==> config.mk <==
export PLATFORM = sky130hd
export DESIGN_NAME = cef_flags
export DESIGN_NICKNAME = d
export VERILOG_FILES = /design/src/rtl/cef_pkg.sv /design/src/rtl/cef_sync3.sv /design/src/rtl/cef_flags.sv
export SDC_FILE = /design/constraint.sdc
export NUM_CORES = 1
export LEC_CHECK = 0
export ABC_AREA = 1
export BUFFER_PORTS_ARGS = -buffer_cell sky130_fd_sc_hd__clkbuf_2
export CORE_UTILIZATION = 59
export DETAILED_ROUTE_END_ITERATION = 8
export PLACE_DENSITY = 0.86
export SLEW_MARGIN = 10
export SYNTH_ARGS = -nofsm -noshare
export SYNTH_HDL_FRONTEND = slang
export SYNTH_HIERARCHICAL = 1
export SYNTH_SLANG_ARGS = --single-unit
==> constraint.sdc <==
create_clock -name clk_sys_in -period 2.09 [get_ports clk_sys_in]
set_clock_uncertainty 0.1 [all_clocks]
set_input_delay 0.3135 -clock clk_sys_in [delete_from_list [all_inputs] [get_ports clk_sys_in]]
set_output_delay 0.3135 -clock clk_sys_in [all_outputs]
set_load 0.005 [all_outputs]
==> src/rtl/cef_pkg.sv <==
package cef_pkg;
   // Register offsets
   localparam logic [3:0] CEF_NOTIFY_OFF = 4'h0;  // Notification flags
   localparam logic [3:0] CEF_ERROR_OFF = 4'hB;   // error_flags_one
   localparam logic [3:0] CEF_MASK_OFF = 4'h1;    // Error interrupt enables
   localparam logic [3:0] CEF_NMASK_OFF = 4'h2;   // Notification interrupt enables
   localparam logic [3:0] CEF_CTRL_OFF = 4'h3;    // Control bits
   localparam logic [3:0] CEF_STAT_OFF = 4'h4;    // Live status
   // Notification field positions
   localparam int CEF_TYPEC_EV_BIT = 2;
   localparam int CEF_LEGACY_EV_BIT = 1;
   localparam int CEF_MEAS_BIT = 0;
   // Error field positions
   localparam int CEF_PREOV_BIT = 6;
   localparam int CEF_LIMUV_BIT = 5;
   localparam int CEF_LIM_BIT = 4;
   localparam int CEF_OV_BIT = 3;
   // Control field positions
   localparam int CEF_TRIP_SEL_BIT = 0;
   localparam int CEF_TYPEC_EN_BIT = 1;
   localparam int CEF_AUTOCLR_BIT = 2;
   // Reset values
   localparam logic [7:0] CEF_FLAGS_RST = 8'h00;
   localparam logic [7:0] CEF_MASK_RST = 8'h00;
   localparam logic [7:0] CEF_CTRL_RST = 8'h02;
   // Implemented bits of the error register; bit 7 always zero
   localparam logic [7:0] CEF_ERROR_IMPL = 8'h78;
   localparam logic [7:0] CEF_NOTIFY_IMPL = 8'h07;
endpackage : cef_pkg

==> src/rtl/cef_sync3.sv <==
`timescale 1ns/1ns
// Three-stage synchroniser; output changes once stages two and three agree
module cef_sync3 #(
   parameter int WIDTH = 1
) (
   // Clock and reset
   input wire logic clk_sys_in,
   input wire logic rst_in,
   // Data
   input wire logic [WIDTH-1:0] async_in,
   output logic [WIDTH-1:0] sync_out
);
   logic [WIDTH-1:0] s1_q;
   logic [WIDTH-1:0] s2_q;
   logic [WIDTH-1:0] s3_q;
   logic [WIDTH-1:0] sync_q;
   logic [WIDTH-1:0] sync_d;

   // Accept a new level only where the last two stages agree
   assign sync_d = (s2_q & s3_q) | (sync_q & (s2_q | s3_q));
   assign sync_out = sync_q;

   // Stage chain; first stage feeds only the second
   always_ff @(posedge clk_sys_in) begin
      if (rst_in) begin
         s1_q <= '0;
         s2_q <= '0;
         s3_q <= '0;
         sync_q <= '0;
      end else begin
         s1_q <= async_in;
         s2_q <= s1_q;
         s3_q <= s2_q;
         sync_q <= sync_d;
      end
   end
endmodule : cef_sync3

==> src/rtl/cef_flags.sv <==
// Decided for this implementation: the plain strobed port.
`timescale 1ns/1ns
// Functional notes
// - Type-C attach flag on attach status change
// - Legacy attach flag on change, ignores autoclear
// - Measurement flag on new data, read clears
// - Error register at 0xB, masked interrupt
// - Pre-overvoltage when enabled and unattached
// - Error flag read-clears only once resolved
// - Bit 5 blocked when trip select one
// - Bit 4 blocked when trip select zero
// - Bus overvoltage flag from sense detector
// - Enable zero excludes, one includes flag
module cef_flags
   import cef_pkg::*;
(
   // Clock and reset
   input wire logic clk_sys_in,
   input wire logic rst_in,
   // Register port
   input wire logic [3:0] addr_in,
   input wire logic [7:0] wdata_in,
   input wire logic wr_in,
   input wire logic rd_in,
   output logic [7:0] rdata_out,
   // Detector inputs from the analog side
   input wire logic typec_attached_now_in,
   input wire logic legacy_charger_attached_now_in,
   input wire logic meas_done_in,
   input wire logic bus_monitor_ov_in,
   input wire logic limit_uv_in,
   input wire logic current_limit_in,
   input wire logic sense_negative_ov_in,
   // Interrupt
   output logic irq_out
);
   logic [6:0] det_s;
   logic typec_att;
   logic legacy_att;
   logic meas_lvl;
   logic bus_mon_ov;
   logic lim_uv;
   logic cur_lim;
   logic sense_ov;
   logic typec_att_q;
   logic legacy_att_q;
   logic meas_lvl_q;
   logic [7:0] notify_q;
   logic [7:0] notify_d;
   logic [7:0] error_q;
   logic [7:0] error_d;
   logic [7:0] mask_q;
   logic [7:0] nmask_q;
   logic [7:0] ctrl_q;
   logic [7:0] rdata_q;
   logic [7:0] rdata_d;
   logic irq_q;
   logic [7:0] notify_set;
   logic [7:0] error_cond;
   logic [7:0] stat_live;
   logic rd_notify;
   logic rd_error;
   logic trip_sel;
   logic typec_en;

   // Pins come from the analog domain, so synchronise them
   cef_sync3 #(
      .WIDTH(7)
   ) u_sync (
      .clk_sys_in(clk_sys_in),
      .rst_in(rst_in),
      .async_in({typec_attached_now_in, legacy_charger_attached_now_in, meas_done_in,
                 bus_monitor_ov_in, limit_uv_in, current_limit_in, sense_negative_ov_in}),
      .sync_out(det_s)
   );
   assign {typec_att, legacy_att, meas_lvl, bus_mon_ov, lim_uv, cur_lim, sense_ov} = det_s;

   // Control field decode
   assign trip_sel = ctrl_q[CEF_TRIP_SEL_BIT];
   assign typec_en = ctrl_q[CEF_TYPEC_EN_BIT];
   assign rd_notify = rd_in && (addr_in == CEF_NOTIFY_OFF);
   assign rd_error = rd_in && (addr_in == CEF_ERROR_OFF);

   // Notification events: edges of attach status, rising edge of data ready
   always_comb begin
      notify_set = 8'h00;
      notify_set[CEF_TYPEC_EV_BIT] = typec_att ^ typec_att_q;
      notify_set[CEF_LEGACY_EV_BIT] = legacy_att ^ legacy_att_q;
      notify_set[CEF_MEAS_BIT] = meas_lvl & ~meas_lvl_q;
   end

   // Live fault conditions; trip select gates the two limit variants
   always_comb begin
      error_cond = 8'h00;
      error_cond[CEF_PREOV_BIT] = bus_mon_ov & typec_en & ~typec_att;
      error_cond[CEF_LIMUV_BIT] = lim_uv & ~trip_sel;
      error_cond[CEF_LIM_BIT] = cur_lim & trip_sel;
      error_cond[CEF_OV_BIT] = sense_ov;
   end

   // Read clears all notify bits; a same-cycle event still sets.
   // Auto-clear setting has no effect on these bits.
   assign notify_d = ((rd_notify ? 8'h00 : notify_q) | notify_set)
                     & CEF_NOTIFY_IMPL;
   // Error bits survive a read while their cause persists
   assign error_d = ((rd_error ? 8'h00 : error_q) | error_cond)
                    & CEF_ERROR_IMPL;

   assign stat_live = {6'h00, typec_att, legacy_att};

   // Read mux, data valid one cycle after the strobe
   always_comb begin
      rdata_d = 8'h00;
      if (rd_in) begin
         unique case (addr_in)
            CEF_NOTIFY_OFF: rdata_d = notify_q;
            CEF_ERROR_OFF: rdata_d = error_q;
            CEF_MASK_OFF: rdata_d = mask_q;
            CEF_NMASK_OFF: rdata_d = nmask_q;
            CEF_CTRL_OFF: rdata_d = ctrl_q;
            CEF_STAT_OFF: rdata_d = stat_live;
            default: rdata_d = 8'h00;
         endcase
      end
   end

   // Flags, history and read data
   always_ff @(posedge clk_sys_in) begin
      if (rst_in) begin
         typec_att_q <= 1'b0;
         legacy_att_q <= 1'b0;
         meas_lvl_q <= 1'b0;
         notify_q <= CEF_FLAGS_RST;
         error_q <= CEF_FLAGS_RST;
         rdata_q <= 8'h00;
      end else begin
         typec_att_q <= typec_att;
         legacy_att_q <= legacy_att;
         meas_lvl_q <= meas_lvl;
         notify_q <= notify_d;
         error_q <= error_d;
         rdata_q <= rdata_d;
      end
   end

   // Software-written registers; error register itself ignores writes
   always_ff @(posedge clk_sys_in) begin
      if (rst_in) begin
         mask_q <= CEF_MASK_RST;
         nmask_q <= CEF_MASK_RST;
         ctrl_q <= CEF_CTRL_RST;
      end else if (wr_in) begin
         if (addr_in == CEF_MASK_OFF) mask_q <= wdata_in & CEF_ERROR_IMPL;
         if (addr_in == CEF_NMASK_OFF) nmask_q <= wdata_in & CEF_NOTIFY_IMPL;
         if (addr_in == CEF_CTRL_OFF) ctrl_q <= wdata_in & 8'h07;
      end
   end

   // Level interrupt, registered so the output is a flop
   always_ff @(posedge clk_sys_in) begin
      if (rst_in) begin
         irq_q <= 1'b0;
      end else begin
         irq_q <= |(error_d & mask_q) | |(notify_d & nmask_q);
      end
   end

   assign rdata_out = rdata_q;
   assign irq_out = irq_q;

   // Checks
   bit7_zero_a: assert property (@(posedge clk_sys_in) disable iff (rst_in)
      !error_q[7]) else $error("error bit 7 set");
   limuv_block_a: assert property (@(posedge clk_sys_in) disable iff (rst_in)
      trip_sel && $stable(trip_sel) && !$past(error_q[CEF_LIMUV_BIT]) |->
      !error_q[CEF_LIMUV_BIT]) else $error("bit 5 rose with trip one");
   lim_block_a: assert property (@(posedge clk_sys_in) disable iff (rst_in)
      !trip_sel && $stable(trip_sel) && !$past(error_q[CEF_LIM_BIT]) |->
      !error_q[CEF_LIM_BIT]) else $error("bit 4 rose with trip zero");
   ov_set_a: assert property (@(posedge clk_sys_in) disable iff (rst_in)
      sense_ov |=> error_q[CEF_OV_BIT]) else $error("ov not flagged");
   err_hold_a: assert property (@(posedge clk_sys_in) disable iff (rst_in)
      rd_error && error_cond[CEF_OV_BIT] |=> error_q[CEF_OV_BIT])
      else $error("ov cleared while present");
   err_clear_a: assert property (@(posedge clk_sys_in) disable iff (rst_in)
      rd_error && error_cond == 8'h00 |=> error_q == 8'h00)
      else $error("resolved flag not cleared");
   typec_ev_a: assert property (@(posedge clk_sys_in) disable iff (rst_in)
      typec_att != typec_att_q |=> notify_q[CEF_TYPEC_EV_BIT])
      else $error("typec change missed");
   legacy_ev_a: assert property (@(posedge clk_sys_in) disable iff (rst_in)
      !notify_q[CEF_LEGACY_EV_BIT] && $stable(legacy_att) |=>
      !notify_q[CEF_LEGACY_EV_BIT] || $past(legacy_att) != $past(legacy_att_q))
      else $error("legacy flag without change");
   meas_clr_a: assert property (@(posedge clk_sys_in) disable iff (rst_in)
      rd_notify && !notify_set[CEF_MEAS_BIT] |=> !notify_q[CEF_MEAS_BIT])
      else $error("meas not cleared");
   preov_a: assert property (@(posedge clk_sys_in) disable iff (rst_in)
      bus_mon_ov && typec_en && !typec_att |=> error_q[CEF_PREOV_BIT])
      else $error("preov missed");
   irq_mask_a: assert property (@(posedge clk_sys_in) disable iff (rst_in)
      (mask_q == 8'h00) && (nmask_q == 8'h00) && $stable(mask_q) && $stable(nmask_q)
      |=> !irq_out) else $error("irq with all masked");

   // Set side of each flag: an event must land one cycle later
   meas_set_a: assert property (@(posedge clk_sys_in) disable iff (rst_in)
      notify_set[CEF_MEAS_BIT] |=> notify_q[CEF_MEAS_BIT])
      else $error("meas event missed");

   legacy_set_a: assert property (@(posedge clk_sys_in) disable iff (rst_in)
      legacy_att != legacy_att_q |=> notify_q[CEF_LEGACY_EV_BIT])
      else $error("legacy change missed");

   limuv_set_a: assert property (@(posedge clk_sys_in) disable iff (rst_in)
      lim_uv && !trip_sel |=> error_q[CEF_LIMUV_BIT])
      else $error("limit undervoltage missed");

   lim_set_a: assert property (@(posedge clk_sys_in) disable iff (rst_in)
      cur_lim && trip_sel |=> error_q[CEF_LIM_BIT])
      else $error("current limit missed");

   // Quiet side: no flag appears without its cause
   typec_quiet_a: assert property (@(posedge clk_sys_in) disable iff (rst_in)
      !notify_q[CEF_TYPEC_EV_BIT] && (typec_att == typec_att_q)
      |=> !notify_q[CEF_TYPEC_EV_BIT])
      else $error("typec flag without change");

   preov_block_a: assert property (@(posedge clk_sys_in) disable iff (rst_in)
      (!typec_en || typec_att) && !error_q[CEF_PREOV_BIT] |=> !error_q[CEF_PREOV_BIT])
      else $error("preov while attached or disabled");

   // Error flags stay until a read; a notify read with no new event clears all notify flags
   err_keep_a: assert property (@(posedge clk_sys_in) disable iff (rst_in)
      error_q[CEF_LIMUV_BIT] && !rd_error |=> error_q[CEF_LIMUV_BIT])
      else $error("error flag lost without read");

   notify_clr_a: assert property (@(posedge clk_sys_in) disable iff (rst_in)
      rd_notify && (notify_set == 8'h00) |=> notify_q == 8'h00)
      else $error("notify not cleared by read");

   // Read port: data one cycle after the strobe, zero otherwise
   err_rdata_a: assert property (@(posedge clk_sys_in) disable iff (rst_in)
      rd_error |=> rdata_out == $past(error_q))
      else $error("error read data wrong");

   rdata_idle_a: assert property (@(posedge clk_sys_in) disable iff (rst_in)
      !rd_in |=> rdata_out == 8'h00)
      else $error("read data without strobe");

   // Interrupt follows any enabled error flag
   irq_err_a: assert property (@(posedge clk_sys_in) disable iff (rst_in)
      |(error_d & mask_q) |=> irq_out)
      else $error("enabled error gave no irq");

   // Unimplemented bits never rise
   err_unused_a: assert property (@(posedge clk_sys_in) disable iff (rst_in)
      (error_q[2:0] == 3'h0) && !mask_q[7])
      else $error("unused error bits set");
endmodule : cef_flags

==> out/metrics.cfg, run 1 <==
[grt]
grt_max_degree = 38
grt_use_met1_pct = 24.6
grt_overflow_total = 0
grt_pass1_vias = 1390
grt_use_met2_pct = 38.0
use_met3_pct = 7.68
grt_antenna_before_repair = 0
grt_pass1_wl_um = 5700
grt_usage_pct = 21.5
busiest_layer = met2

[floorplan]
die_area_mm2 = 0.00367
initial_core_util_pct = 64.2
rows = 20
die_y_um = 60.6
die_x_um = 60.6
coreArea_mm2 = 0.00315
boundaryPins = 32

[layout]
area_growth_pct = 13.2
final_common_cell = dfxtp_1
layout.cells.non_filler = 331
n_fill_cell = 257
n_antenna_cell = 0
final_cell_mix = 56 x dfxtp_1, 39 x nand2_1, 34 x inv_1
drive_gt1_share_pct = 17.1
nNetsFinal = 310
final_util_pct = 72.7

[cts]
clk_latency_ps = 360
cts_buffers = 5
post_cts_resized = 0
clockBufferDepth = 2
cts_root_buffer = clkbuf_4
clkSinkCount = 56
htree_levels = 2
cts_setup_buffers = 0
holdBufCountCts = 0
clk_pin_slew_worst_paths_ps = 140
cts_tree = done

[synth]
postSynthCellCount = 250
synth.avg_cell_area_um2 = 8.09
ys_seq_area_share_pct = 55.4
ys_types = 24
syn_area_mm2 = 0.00202
synth-seq-cells = 56
syn_nets = 273
synth.yosys.warnings = 6

[sta]
period_share_pct = 61.1
post-route-min-period_ps = 1280
tns_ps = 0
drv_slew = 0
hold_violations = 0
rsz0062_at_grt = no
fmax_mhz = 784
whs_ps = 25.3
finalSetupViolations = 0

[detailed_routing]
wl_per_cell_um = 10.4
drt-total-wl_um = 3440
drtIter0Drc = 68
route.detailed.drc = 0
vias_per_cell = 4.90
postRouteAntennaNets = 0
dr.pass1.iters = 4
route.vias.total = 1622

[setup_path]
cp.arrival_ps = 1470
required_ps = 2290
startpoint_type = register
worstSetupPathType = reg2reg
cp_max_fo = 3
crit_path_end_kind = register

[flow_run]
drv_cap = 0

[placement]
place.gp.congestion = 0.837
port_buffers = 29
dp_hpwl_um = 2470
dp_cells = 318

[status]
status = finished, final reports clean

[pwr]
leakagePower_nw = 0.975
ir_worst_vdd_mv = 0.533
p_per_area_mw_per_mm2 = 712

[worst_hold_path]
hp-class = in2reg

[flip-flops by register name, summed over array words and instances, names as in the netlist]
| signal | flops |
|---|---|
| ctrl_q | 3 |
| error_q | 4 |
| irq_out | 1 |
| legacy_att_q | 1 |
| mask_q | 4 |
| meas_lvl_q | 1 |
| nmask_q | 3 |
| notify_q | 3 |
| rdata_out | 7 |
| typec_att_q | 1 |
| u_sync/s1_q | 7 |
| u_sync/s2_q | 7 |
| u_sync/s3_q | 7 |
| u_sync/sync_out | 7 |
[power breakdown]
group,switching (mW),internal [mW]
clock network,0.304,0.125
registers,0.0103,1.09
logic,0.0617,0.0417
total,0.376,1.26
[metal layers]
metal | part of all wire [%] | up-vias
li1 | - | 856
met1 | 47 | 729
met3 | 4.2 | 2
met5 | 0 | -
met4 | 0.29 | 0
met2 | 49 | 35
[critical path, cell delays in order (launching register included)]
cell and delay (ps):
dfxtp_1 370, inv_1 60, or2_2 280, nand2_1 70, nand2_1 50, nand2_1 80, nor2_1 50, a21oi_1 150
[through the flow]
stage	total power, mW	setup WS [ps]	instance area [um^2]
6_report	1.63	814	2290
5_1_grt	1.71	702	2290
4_1_cts	1.63	817	2230
3_5_place_dp	1.22	574	2180
3_3_place_gp	1.21	635	2180
2_1_floorplan	1.18	879	2020
[final timing paths]
kind | from | to | slack, ps | cells past startpoint
worst max-delay path | u_sync/sync_out[4]$_SDFF_PP0_ | irq_out$_SDFF_PP0_ | 810 | 7
worst min-delay path | current_limit_in | u_sync/s1_q[1]$_SDFF_PP0_ | 30 | 3
worst max register to register | u_sync/sync_out[4]$_SDFF_PP0_ | irq_out$_SDFF_PP0_ | 810 | 7
worst min register to register | u_sync/s1_q[4]$_SDFF_PP0_ | u_sync/s2_q[4]$_SDFF_PP0_ | 320 | 2
[layout make-up]
| cell class | instances | area, um^2 | share of cell area (%) |
|---|---|---|---|
| repair buffers | 37 | 220 | 9.61 |
| multi-input cells | 149 | 706 | 30.8 |
| clock inverters | 1 | 5.00 | 0.218 |
| well taps | 44 | 55.1 | 2.40 |
| clock buffers | 6 | 41.3 | 1.80 |
| inverters | 38 | 143 | 6.23 |
| flip-flops and latches | 56 | 1120 | 48.9 |
[synth_stat cells]
| library cell | instances | area, um^2 |
|---|---|---|
| dfxtp_1 | 56 | 1120 |
| nand2_1 | 39 | 146 |
| inv_1 | 34 | 128 |
| nor2_1 | 33 | 124 |
| a21oi_1 | 29 | 145 |
| nand3_1 | 20 | 100 |
| o21ai_0 | 11 | 55.1 |
| inv_2 | 4 | 15.0 |
| buf_6 | 3 | 33.8 |
| nor2_2 | 3 | 18.8 |
| a41oi_1 | 2 | 17.5 |
| clkbuf_1 | 2 | 7.51 |
| nand4_1 | 2 | 12.5 |
| xnor2_1 | 2 | 17.5 |
| a31o_1 | 1 | 8.76 |
| buf_2 | 1 | 5.00 |
| buf_4 | 1 | 7.51 |
| conb_1 | 1 | 3.75 |
| nand2_2 | 1 | 6.26 |
| nand3_2 | 1 | 10.0 |
| nand3_4 | 1 | 17.5 |
| nor2_4 | 1 | 11.3 |
| o21ai_1 | 1 | 5.00 |
| or2_2 | 1 | 6.26 |
[logic make-up after synthesis]
kind of cell | Yosys count | share of synthesized area, %
DFF | 56 | 55.4
other | 1 | 0.185
buffers and inverters | 45 | 9.71
and+or+nand+nor | 102 | 22.4
AOI/OAI and AO/OA | 44 | 11.4
xor gates and xnor gates | 2 | 0.866
Note: power is estimated with default switching activity, not from simulation.
==> run 2: changes to the inputs <==
- ABC_AREA: 1 -> 0
- CORE_UTILIZATION: 59 -> 55
- PLACE_DENSITY: 0.86 -> 0.8
- clock period: 2.09 -> 1.2 ns (I/O delays scaled with it)
==> run 2 against run 1 <==
The flow now finishes with violations (negative setup slack). Utilization is 1.2 points higher. Hold slack got worse by 9.2 ps. Critical path depth down 3. Sequential power rose by 74%. Register-to-register slack got worse by 1000 ps. Synthesized area up 7.7%. Fmax fell by 10%. Global-route usage is 0.63 points higher. Design area up 21%. Final cell count shrank 3.3%. Highest routed layer unchanged.
==> out/metrics.cfg, run 2 <==
[status]
status = complete, but fails checks
violations = negative setup slack

[setup_path]
cp.arrival_ps = 1510  ; +40 ps
critPathTopFamily = compound AO/OA/AOI/OAI gates
cp-startpoint = error_q[4]$_SDFF_PP0_
r2r-end = irq_out$_SDFF_PP0_
cp.depth = 4  ; -3
r2r_slack_ps = -220  ; -1040 ps
worstSetupPathType = reg2reg
cp_slowest_cell = dfxtp_2
crit_path_cell_trace = nor2b_1 > a221o_1 > a222oi_1 > a41oi_1
crit_end = irq_out$_SDFF_PP0_
r2r-start = error_q[4]$_SDFF_PP0_
required_ps = 1290  ; -1000 ps
startpoint_type = register
cp_max_fo = 3  ; unchanged
critPathMaxStageDelay_ps = 340  ; -30 ps
crit_path_end_kind = register
path_buf_inv = 0  ; -1
reg2regPathDepth = 4  ; -3

[synth]
synthSimpleGateAreaFrac_pct = 23.1  ; +0.75 points
synth-seq-cells = 56  ; unchanged
ys_seq_area_share_pct = 51.4  ; -4.0 points
synth_area_leaders = dfxtp_1 51%, nor2b_1 4.9%, mux2i_1 4.1%, nor2b_2 3.6%, a21oi_2 2.8%
synth.yosys.warnings = 6  ; unchanged
synth-compound-area-share_pct = 14.2  ; +2.8 points
yosysMostFrequentCell = dfxtp_1
syn_area_mm2 = 0.00218  ; +7.7%
ys_types = 41  ; +71%
synth_fa_ha_area_share_pct = 0  ; unchanged
synth_edf_count = 0  ; unchanged
synth-async-reset-ratio_pct = 0  ; unchanged
synth.top_cell.area_share_pct = 51.4  ; -4.0 points
synth_mux_area_share_pct = 4.65  ; +4.6 points
postSynthCellCount = 205  ; -18%
synth_top_area_cell = dfxtp_1
synth_xor_area_share_pct = 0.804  ; -0.062 points
synth_top_family_by_area = simple AND/OR/NAND/NOR gates
synthFlopType = dfxtp_1
syn_nets = 228  ; -16%
ys_top_cells_by_count = 56 x dfxtp_1, 17 x nor2b_1, 16 x nor2_1
synth.avg_cell_area_um2 = 10.6  ; +31%

[floorplan]
die_x_um = 65.0  ; +7.2%
die_area_mm2 = 0.00422  ; +15%
initial_core_util_pct = 58.2  ; -5.9 points
die_y_um = 65.0  ; +7.2%
boundaryPins = 32  ; unchanged
rows = 22  ; +10%
coreArea_mm2 = 0.00374  ; +19%

[layout]
drive_gt1_share_pct = 36.4  ; +19 points
final_common_cell = dfxtp_1
postLayoutCellArea_mm2 = 0.00276  ; +21%
n_antenna_cell = 0  ; unchanged
nNetsFinal = 294  ; -5.2%
final_cell_mix = 55 x dfxtp_1, 30 x buf_4, 27 x clkbuf_2
final_util_pct = 73.8  ; +1.2 points
area_growth_pct = 26.8

[grt]
grt_max_degree = 39  ; +2.6%
grt_usage_pct = 22.1  ; +0.63 points
grt_antenna_before_repair = 0  ; unchanged
grt_pass1_wl_um = 7060  ; +24%
grt_overflow_total = 0  ; unchanged
grt_pass1_vias = 1583  ; +14%

[sta]
rsz0062_at_grt = yes
hold_violations = 0  ; unchanged
whs_ps = 16.1  ; -9.17 ps
finalSetupViolations = 1  ; +1
period_share_pct = 119  ; +58 points
fin_ws_ps = -225  ; -1040 ps
drv_slew = 0  ; unchanged
fmax_mhz = 702  ; -10%
post-route-min-period_ps = 1420  ; +149 ps

[cts]
clk_pin_slew_worst_paths_ps = 100  ; -40 ps
htree_levels = 2  ; unchanged
clkSinkCount = 56  ; unchanged
cts_root_buffer = clkbuf_8
clk_latency_ps = 310  ; -50 ps
cts_buffers = 5  ; unchanged
cts_tree = done
clockBufferDepth = 2  ; unchanged

[detailed_routing]
dr.pass1.iters = 4  ; unchanged
wl_per_cell_um = 13.2  ; +27%
route.detailed.drc = 0  ; unchanged
drt-total-wl_um = 4230  ; +23%
vias_per_cell = 5.10  ; +4.1%
postRouteAntennaNets = 0  ; unchanged
route.vias.total = 1633  ; +0.68%
drtIter0Drc = 93  ; +37%

[placement]
post_dp_cell_area_mm2 = 0.00254  ; +16%
dpl_worst_slack_ps = -343  ; -917 ps
dp_hpwl_um = 2920  ; +18%
port_buffers = 29  ; unchanged
place.gp.congestion = 0.864  ; +3.2%

[pwr]
p_per_area_mw_per_mm2 = 1170  ; +64%
p_total_mw = 3.23  ; +98%
leakagePower_nw = 1.15  ; +18%
ir_worst_vdd_mv = 1.06  ; +98%

[worst_hold_path]
hp-class = in2reg

[flow_run]
drv_cap = 0  ; unchanged

run 2: routing by layer:
layer / share of wire, % / GRT usage, %
met1: 45 / 26.7
met2: 49 / 37.6
met3: 4.3 / 6.51
met4: 0.80 / 6.39
met5: 0 / 0
run 2: what timing repair did:
action	in CTS	in global routing
hold buffers	8	1
pin swaps	0	5
hold endpoints to repair	8	1
resized for setup	1	11
buffers inserted	0	1
endpoints found under the setup margin	1	4
run 2: final cells by class:
| class | instances | area [um^2] |
|---|---|---|
| Timing Repair Buffer | 70 | 498 |
| Tap cell | 48 | 60.1 |
| Sequential cell | 56 | 1120 |
| Clock buffer | 5 | 68.8 |
| Multi-Input combinational cell | 132 | 971 |
| Clock inverter | 3 | 21.3 |
| Inverter | 6 | 22.5 |
| Fill cell | 264 | 980 |
run 2: report_power, final:
group / leakage (nW) / total [mW] / internal, mW / switching [mW]
combinational: 0.647 / 0.291 / 0.158 / 0.134
clock: 0.0445 / 1.03 / 0.415 / 0.615
sequential: 0.456 / 1.91 / 1.89 / 0.0166
total: 1.15 / 3.23 / 2.47 / 0.765
run 2: worst min-delay path, cell delays in order:
cell	delay (ps)
clkbuf_2	80
nand3_1	70
a21oi_1	60
run 2: worst min-delay path by stage:
stage | from | end | slack (ps) | cells past startpoint
detailed placement | bus_monitor_ov_in | u_sync/s1_q[3]$_SDFF_PP0_ | 290 | 2
global route | wdata_in[3] | mask_q[3]$_SDFFE_PP0P_ | 9 | 3
CTS | wdata_in[3] | mask_q[3]$_SDFFE_PP0P_ | 9 | 3
global placement | bus_monitor_ov_in | u_sync/s1_q[3]$_SDFF_PP0_ | 290 | 2
floorplan | rst_in | notify_q[0]$_SDFF_PP0_ | 150 | 1
finish | wdata_in[3] | mask_q[3]$_SDFFE_PP0P_ | 20 | 3
run 2: kinds of logic (layout without fill, tap and decap cells):
group / after synthesis / after routing
compound gates: 43 / 43
xor+xnor: 2 / 2
buf+inv: 17 / 84
flops: 56 / 56
mux: 10 / 10
other cells: 1 / 1
simple gates: 76 / 76
run 2: through the flow:
stage | cells | TNS (ps)
6_report | 320 | -225
5_1_grt | 320 | -336
4_1_cts | 318 | -236
3_5_place_dp | 302 | -3960
3_3_place_gp | 302 | -3500
2_1_floorplan | 205 | -476
